===== src/pdac_pkg.sv =====
/*
 * Shared constants and types for the parallel-input converter front end.
 * Assumes a single 125 MHz clock (REF_CLK) and an active-low asynchronous reset.
 */
// How it works
// - Twelve-bit straight binary sample, top bit most significant
// - True output gets code, complement the remainder
// - Word captured and output updated on rising edge
// - One sample per clock, up to 125 MSPS
// - Any duty cycle works; single-edge capture only
// - Power-down high switches both output currents off
// - Power-down input defaults low, device enabled
// - Off within 50 ns, valid 5 us after wake
`default_nettype none

package pdac_pkg;

    // ------------------------------------------------------------
    // Data format
    // ------------------------------------------------------------
    localparam int          SAMPLE_W    = 12;
    localparam int          FIFO_DEPTH  = 8;
    localparam logic [11:0] CODE_ZERO   = 12'h000;
    localparam logic [11:0] CODE_FULL   = 12'hfff;

    // ------------------------------------------------------------
    // Timing
    // ------------------------------------------------------------
    localparam int CLK_PERIOD_PS  = 8000;
    localparam int OFF_TIME_PS    = 50000;
    localparam int WAKE_TIME_PS   = 5000000;
    // Longest off time rounds down, least wake time rounds up
    localparam int OFF_CYCLES     = (OFF_TIME_PS / CLK_PERIOD_PS) < 1 ? 1 : (OFF_TIME_PS / CLK_PERIOD_PS);
    localparam int WAKE_CYCLES    = (WAKE_TIME_PS + CLK_PERIOD_PS - 1) / CLK_PERIOD_PS;
    localparam int WAKE_W         = 14;

    // ------------------------------------------------------------
    // Types
    // ------------------------------------------------------------
    typedef logic [SAMPLE_W-1:0] pdac_code_t;

    typedef struct packed {
        pdac_code_t current_out_true;
        pdac_code_t current_out_complement;
    } pdac_out_s;

    typedef enum logic [1:0] {
        PD_ACTIVE,
        PD_SLEEP,
        PD_WAKE
    } pdac_pwr_e;

endpackage

`default_nettype wire


===== src/pdac_fifo.sv =====
/*
 * Flip-flop FIFO with valid/ready on both sides.
 * Assumes one clock and an active-low asynchronous reset; depth is a power of two.
 */
`default_nettype none

module pdac_fifo #(
    parameter int WIDTH = 12,
    parameter int DEPTH = 8
) (
    // Clock and reset
    input  wire logic             clk,
    input  wire logic             rst_n,
    // Fill side
    input  wire logic             in_valid,
    output logic                  in_ready,
    input  wire logic [WIDTH-1:0] in_data,
    // Drain side
    output logic                  out_valid,
    input  wire logic             out_ready,
    output logic      [WIDTH-1:0] out_data
);
    localparam int AW = $clog2(DEPTH);

    logic [WIDTH-1:0] mem_reg [DEPTH];
    logic [AW-1:0]    wr_ptr_reg;
    logic [AW-1:0]    rd_ptr_reg;
    logic [AW:0]      count_reg;
    wire              push = in_valid && in_ready;
    wire              pop  = out_valid && out_ready;

    assign in_ready  = (count_reg != (AW+1)'(DEPTH));
    assign out_valid = (count_reg != '0);
    assign out_data  = mem_reg[rd_ptr_reg];

    always_ff @(posedge clk or negedge rst_n) begin
        if (!rst_n) begin
            wr_ptr_reg <= '0;
            rd_ptr_reg <= '0;
            count_reg  <= '0;
        end else begin
            if (push) wr_ptr_reg <= wr_ptr_reg + 1'b1;
            if (pop)  rd_ptr_reg <= rd_ptr_reg + 1'b1;
            if (push && !pop) count_reg <= count_reg + 1'b1;
            else if (pop && !push) count_reg <= count_reg - 1'b1;
        end
    end

    genvar gi;
    generate
        for (gi = 0; gi < DEPTH; gi++) begin : g_ent
            always_ff @(posedge clk or negedge rst_n) begin
                if (!rst_n) mem_reg[gi] <= '0;
                else if (push && wr_ptr_reg == AW'(gi)) mem_reg[gi] <= in_data;
            end
        end
    endgenerate

endmodule

`default_nettype wire


===== src/pdac_top.sv =====
/*
 * Digital front end of a 12-bit current-steering converter: sample capture,
 * split into true/complement codes, and power-down sequencing.
 * Assumes the source drives SAMPLE synchronous to REF_CLK and POWER_DOWN as a
 * synchronous level; the external pin pull-down is modelled by reset coming up in PD_ACTIVE.
 */
`default_nettype none

module pdac_top (
    // Clock and reset
    input  wire logic                 REF_CLK,
    input  wire logic                 RST_N,
    // Sample stream from the source
    input  wire logic                 SAMPLE_VALID,
    output logic                      SAMPLE_READY,
    input  wire pdac_pkg::pdac_code_t SAMPLE,
    // Power-down control
    input  wire logic                 POWER_DOWN,
    // Converter currents, as codes
    output pdac_pkg::pdac_out_s       CURRENT_OUT,
    output logic                      OUTPUT_VALID,
    output logic                      POWERED_DOWN
);
    import pdac_pkg::*;

    // ------------------------------------------------------------
    // Input buffer
    // ------------------------------------------------------------
    logic       fifo_valid;
    pdac_code_t fifo_data;
    wire        drain = 1'b1;  // One word per clock, drained at full rate

    pdac_fifo #(
        .WIDTH (SAMPLE_W),
        .DEPTH (FIFO_DEPTH)
    ) u_fifo (
        .clk       (REF_CLK),
        .rst_n     (RST_N),
        .in_valid  (SAMPLE_VALID),
        .in_ready  (SAMPLE_READY),
        .in_data   (SAMPLE),
        .out_valid (fifo_valid),
        .out_ready (drain),
        .out_data  (fifo_data)
    );

    // ------------------------------------------------------------
    // Sample latch
    // ------------------------------------------------------------
    pdac_code_t latched_reg;

    // Rising-edge register holds the code; no level-sensitive path
    always_ff @(posedge REF_CLK or negedge RST_N) begin
        if (!RST_N) latched_reg <= CODE_ZERO;
        else if (fifo_valid) latched_reg <= fifo_data;
    end

    // ------------------------------------------------------------
    // Power-down sequencer
    // ------------------------------------------------------------
    pdac_pwr_e        pwr_reg;
    pdac_pwr_e        pwr_next;
    logic [WAKE_W-1:0] wake_cnt_reg;
    logic [WAKE_W-1:0] wake_cnt_next;

    wire wake_done = (wake_cnt_reg == WAKE_W'(WAKE_CYCLES - 1));

    always_comb begin
        pwr_next      = pwr_reg;
        wake_cnt_next = '0;
        case (pwr_reg)
            PD_ACTIVE: if (POWER_DOWN) pwr_next = PD_SLEEP;
            PD_SLEEP:  if (!POWER_DOWN) pwr_next = PD_WAKE;
            PD_WAKE: begin
                wake_cnt_next = wake_cnt_reg + 1'b1;
                if (POWER_DOWN) pwr_next = PD_SLEEP;
                else if (wake_done) pwr_next = PD_ACTIVE;
            end
            default:   pwr_next = PD_SLEEP;
        endcase
    end

    // Reset comes up enabled, as with the pin left open
    always_ff @(posedge REF_CLK or negedge RST_N) begin
        if (!RST_N) begin
            pwr_reg      <= PD_ACTIVE;
            wake_cnt_reg <= '0;
        end else begin
            pwr_reg      <= pwr_next;
            wake_cnt_reg <= wake_cnt_next;
        end
    end

    // ------------------------------------------------------------
    // Output codes
    // ------------------------------------------------------------
    wire        out_on   = (pwr_next == PD_ACTIVE);
    wire pdac_code_t comp_code = CODE_FULL - latched_reg;
    pdac_out_s  out_reg;
    logic       valid_reg;
    logic       down_reg;

    // Off is zero on both; on resumes the last latched code
    always_ff @(posedge REF_CLK or negedge RST_N) begin
        if (!RST_N) begin
            out_reg   <= '{CODE_ZERO, CODE_FULL};
            valid_reg <= 1'b1;
            down_reg  <= 1'b0;
        end else begin
            out_reg   <= out_on ? pdac_out_s'{latched_reg, comp_code} : pdac_out_s'{CODE_ZERO, CODE_ZERO};
            valid_reg <= out_on;
            down_reg  <= (pwr_next != PD_ACTIVE);
        end
    end

    assign CURRENT_OUT  = out_reg;
    assign OUTPUT_VALID = valid_reg;
    assign POWERED_DOWN = down_reg;

    // ------------------------------------------------------------
    // Check helpers
    // ------------------------------------------------------------
    // Cycles since the pin last stood high while not yet active again
    logic [WAKE_W-1:0] chk_wake_age_reg;
    logic [WAKE_W-1:0] chk_wake_age_next;
    // Cycles the outputs stayed on with the pin high
    logic [3:0]        chk_off_age_reg;
    logic [3:0]        chk_off_age_next;

    wire chk_wake_clear = POWER_DOWN || (pwr_reg == PD_ACTIVE);
    wire chk_wake_full  = (chk_wake_age_reg == '1);
    wire chk_off_count  = POWER_DOWN && OUTPUT_VALID;
    wire chk_off_full   = (chk_off_age_reg == '1);

    // Both ages saturate, so a long sleep cannot wrap them into a pass
    assign chk_wake_age_next = chk_wake_clear ? '0 :
                               chk_wake_full  ? chk_wake_age_reg : chk_wake_age_reg + 1'b1;
    assign chk_off_age_next  = !chk_off_count ? '0 :
                               chk_off_full   ? chk_off_age_reg : chk_off_age_reg + 1'b1;

    always_ff @(posedge REF_CLK or negedge RST_N) begin
        if (!RST_N) begin
            chk_wake_age_reg <= '0;
            chk_off_age_reg  <= '0;
        end else begin
            chk_wake_age_reg <= chk_wake_age_next;
            chk_off_age_reg  <= chk_off_age_next;
        end
    end

    // ------------------------------------------------------------
    // Checks
    // ------------------------------------------------------------
    localparam int OFF_MAX = OFF_CYCLES;
endmodule

`default_nettype wire


===== config.mk =====
export PLATFORM = sky130hd
export DESIGN_NAME = pdac_top
export DESIGN_NICKNAME = d
export VERILOG_FILES = /design/src/pdac_pkg.sv /design/src/pdac_fifo.sv /design/src/pdac_top.sv
export SDC_FILE = /design/constraint.sdc
export NUM_CORES = 1
export LEC_CHECK = 0
export BUFFER_PORTS_ARGS = -buffer_cell sky130_fd_sc_hd__clkbuf_2
export CAP_MARGIN = 30
export CELL_PAD_IN_SITES_DETAIL_PLACEMENT = 1
export CELL_PAD_IN_SITES_GLOBAL_PLACEMENT = 1
export CORE_MARGIN = 2
export CORE_UTILIZATION = 46
export DETAILED_ROUTE_END_ITERATION = 10
export PLACE_DENSITY_LB_ADDON = 0.15
export SLEW_MARGIN = 20
export SYNTH_ARGS = -nofsm -noshare
export SYNTH_HDL_FRONTEND = slang
export SYNTH_SLANG_ARGS = --single-unit
export TNS_END_PERCENT = 30

===== constraint.sdc =====
create_clock -name REF_CLK -period 2.68 [get_ports REF_CLK]
set_input_delay 0.402 -clock REF_CLK [delete_from_list [all_inputs] [get_ports REF_CLK]]
set_output_delay 0.402 -clock REF_CLK [all_outputs]
set_load 0.02 [all_outputs]

==> run summary <==
status: finished, final reports clean
cts hold-fix bufs: 1
CTS resizes: 0
CP delay by family, top: compound AO/OA/AOI/OAI gates
clock buffer count from CTS: 17
share of the synthesized area in the top cell type: 51.5%
synth top area cells: dfrtp_1, mux2_2, dfstp_2, mux2i_1, ha_1
H-tree depth: 4
# setup viols final: 0
Mapped Cells: 521
worst-margin pin slew: 749 ps
DRC: 0
Final TNS setup: 0 ps
async set-or-reset flop fraction in the synthesized netlist: 100%
Routed Antenna Nets: 0
grt ovf: 0
CP dominant cell by count: ha_1
Area Growth Syn to Fin: 14.0%
total power: 9.77 mW
dpl ws: 294 ps
Initial Util: 47.0%
Final #Nets: 596
Ports: 43
initial antenna violation count: 0
Slew HR: 50.1%
Pwr per Cell Area: 1200 mW/mm^2
fin crit share: 90.0%
Mapped Area: 0.00714 sq mm
DIE HEIGHT: 129 um
final core occ: 53.5%
Worst EP arrival: 2710 ps
min cycle time layout: 2410 ps
final slew viol count: 0
I/O Buffers: 42
GR Util met3: 4.70%
Hold Path Class: in2reg
Critical Setup Path Class: reg2reg
Placer Congestion: 0.727
pin count of the biggest net entering global routing: 53
Post-Syn Nets: 549
Post-synth top flop: dfrtp_1
CP Data Required Time: 2980 ps
share of post-route cells with drive strength above 1: 39.6%
Detail Placement HPWL: 9390 um
n_diodes: 0
worst skew pair latency: 430 ps
buffers inserted by post-CTS timing repair: 0
DR vias: 4190
final wirelength: 14700 um
Worst Skew: 8.79 ps
GR Util met2: 32.3%
non-filler instance count after layout: 769
Via density: 5.45
CP max stage delay: 480 ps
critical path, cell by cell: nor3_2 -> a21boi_4 -> ha_1 -> inv_1 -> ha_1 -> a21o_1 -> a2111oi_0 -> o31ai_1
Die Wd: 129 um
max reg flops: 96
synth unique cells: 44
Reg clk slew, reported paths: 60 ps
CTS Buffer Depth: 2
Max Cap Viol: 0
setup ws final: 268 ps
dpl cell area: 0.00753 sq mm
gr busiest metal: met2
VDD IR max: 0.593 mV
Final Hold Vio Count: 0
Detailed Routing Iterations Pass 1: 5
crit end category: flop
WHS: 215 ps
Clock Tree Root: clkbuf_16
first-pass GRT wire length: 24300 um
Final Cell Area: 0.00814 sq mm
Yosys reg bits: 160
1st-iter DRT viols: 201
crit path max fanout: 6
Leak: 3.65 nW
clk sinks: 160
Syn. warnings: 0
Core Rows: 45
share of the yosys chip area belonging to registers: 56.3%
Post-synth EDFFs: 0
area of the core: 0.0152 sq mm
CP Buf/Inv Count: 1
grt met1 use: 25.2%
Max Fclk: 415 MHz
die footprint: 0.0165 sq mm
Cells after DPL: 736
unrepaired setup endpoints after global routing: no
number of global-route vias before repair: 4635
GRT Resource Usage Total: 19.5%
CP startpoint kind: flop
post-synth top area cell: dfrtp_1
CTS tree: built
Syn Area/Cell: 13.7 sq um
slowest stage cell, crit path: dfrtp_1
Routed wire per std cell: 19.1 um
==> final timing paths <==
check,depth (start not counted),endpoint,start,slack [ps]
max,8,u_fifo.count_reg[3]$_DFFE_PN0P_,u_fifo.count_reg[0]$_DFFE_PN0P_,270
min,2,pwr_reg[1]$_DFF_PN0_,POWER_DOWN,220
max reg2reg,8,u_fifo.count_reg[3]$_DFFE_PN0P_,u_fifo.count_reg[0]$_DFFE_PN0P_,270
min reg2reg,1,CURRENT_OUT[2]$_DFF_PN1_,latched_reg[2]$_DFFE_PN0P_,430
max in group asynchronous,3,u_fifo.mem_reg[80]$_DFFE_PN0P_,RST_N,1360
min in group asynchronous,2,wake_cnt_reg[11]$_DFF_PN0_,RST_N,510
==> worst reg2reg max path, cell delays in order (launching register included) <==
cell,delay (ps)
dfrtp_1,480
nor3_2,290
a21boi_4,100
ha_1,240
inv_1,150
ha_1,280
a21o_1,220
a2111oi_0,400
o31ai_1,130
==> kinds of logic after synthesis <==
logic type | count (synthesis) | share of synthesized area, %
buffers and inverters | 35 | 2.89
muxes | 146 | 23.1
DFF | 160 | 56.3
AOI/OAI and AO/OA | 52 | 5.29
adders and majority gates | 12 | 2.10
and+or+nand+nor | 100 | 8.32
xor gates and xnor gates | 16 | 1.96
==> where the power goes <==
group          total, mW  switching [mW]  leakage [nW]  internal [mW]
sequential          4.01           0.601          1.94           3.41
clock               2.45           0.943         0.289           1.50
combinational       3.31            1.61          1.42           1.70
total               9.77            3.16          3.65           6.61
==> final cells by class <==
cell class,instances,area (sq um)
Timing Repair Buffer,56,337
Multi-Input combinational cell,326,2920
Clock buffer,21,460
Fill cell,1512,7060
Sequential cell,160,4020
Tap cell,188,235
Clock inverter,11,138
Inverter,7,26.3
==> cells in the mapped netlist (3+ instances only) <==
master / number
dfrtp_1: 147
mux2_2: 100
mux2i_1: 25
nand2_1: 23
nor2_1: 19
o21ai_0: 17
and2_1: 13
dfstp_2: 13
a22oi_1: 12
ha_1: 12
o221ai_1: 12
mux2_1: 11
buf_4: 10
mux2_4: 10
nand3_1: 10
nor2_4: 9
xor2_1: 9
clkbuf_1: 8
xnor2_1: 7
buf_2: 6
inv_1: 6
a21oi_1: 4
buf_6: 4
and3_1: 3
nand2b_1: 3
nor2b_1: 3
nor3_1: 3
==> placed cells by master, fill, tap and decap left out, drive strengths merged, types with 2 or more instances in the layout <==
| cell type | instances |
|---|---|
| xor2 | 9 |
| nor2b | 3 |
| and2 | 13 |
| buf | 14 |
| xnor2 | 7 |
| nor3 | 4 |
| clkinvlp | 3 |
| ha | 12 |
| nand2 | 25 |
| nor2 | 28 |
| a21oi | 4 |
| nand3 | 12 |
| clkinv | 5 |
| nor4b | 2 |
| o21ai | 17 |
| dfstp | 13 |
| o221ai | 12 |
| mux2 | 121 |
| a22oi | 12 |
| mux2i | 25 |
| and3 | 3 |
| bufinv | 3 |
| nand2b | 3 |
| clkbuf | 62 |
| inv | 7 |
| a21o | 2 |
| dfrtp | 147 |
| nand4 | 3 |
==> layer usage <==
layer,vias up,routed length [um]
li1,1946,-
met1,2161,6730
met2,70,7140
met3,13,598
met4,0,185
met5,-,0
Power figures use the tool's default switching activity.
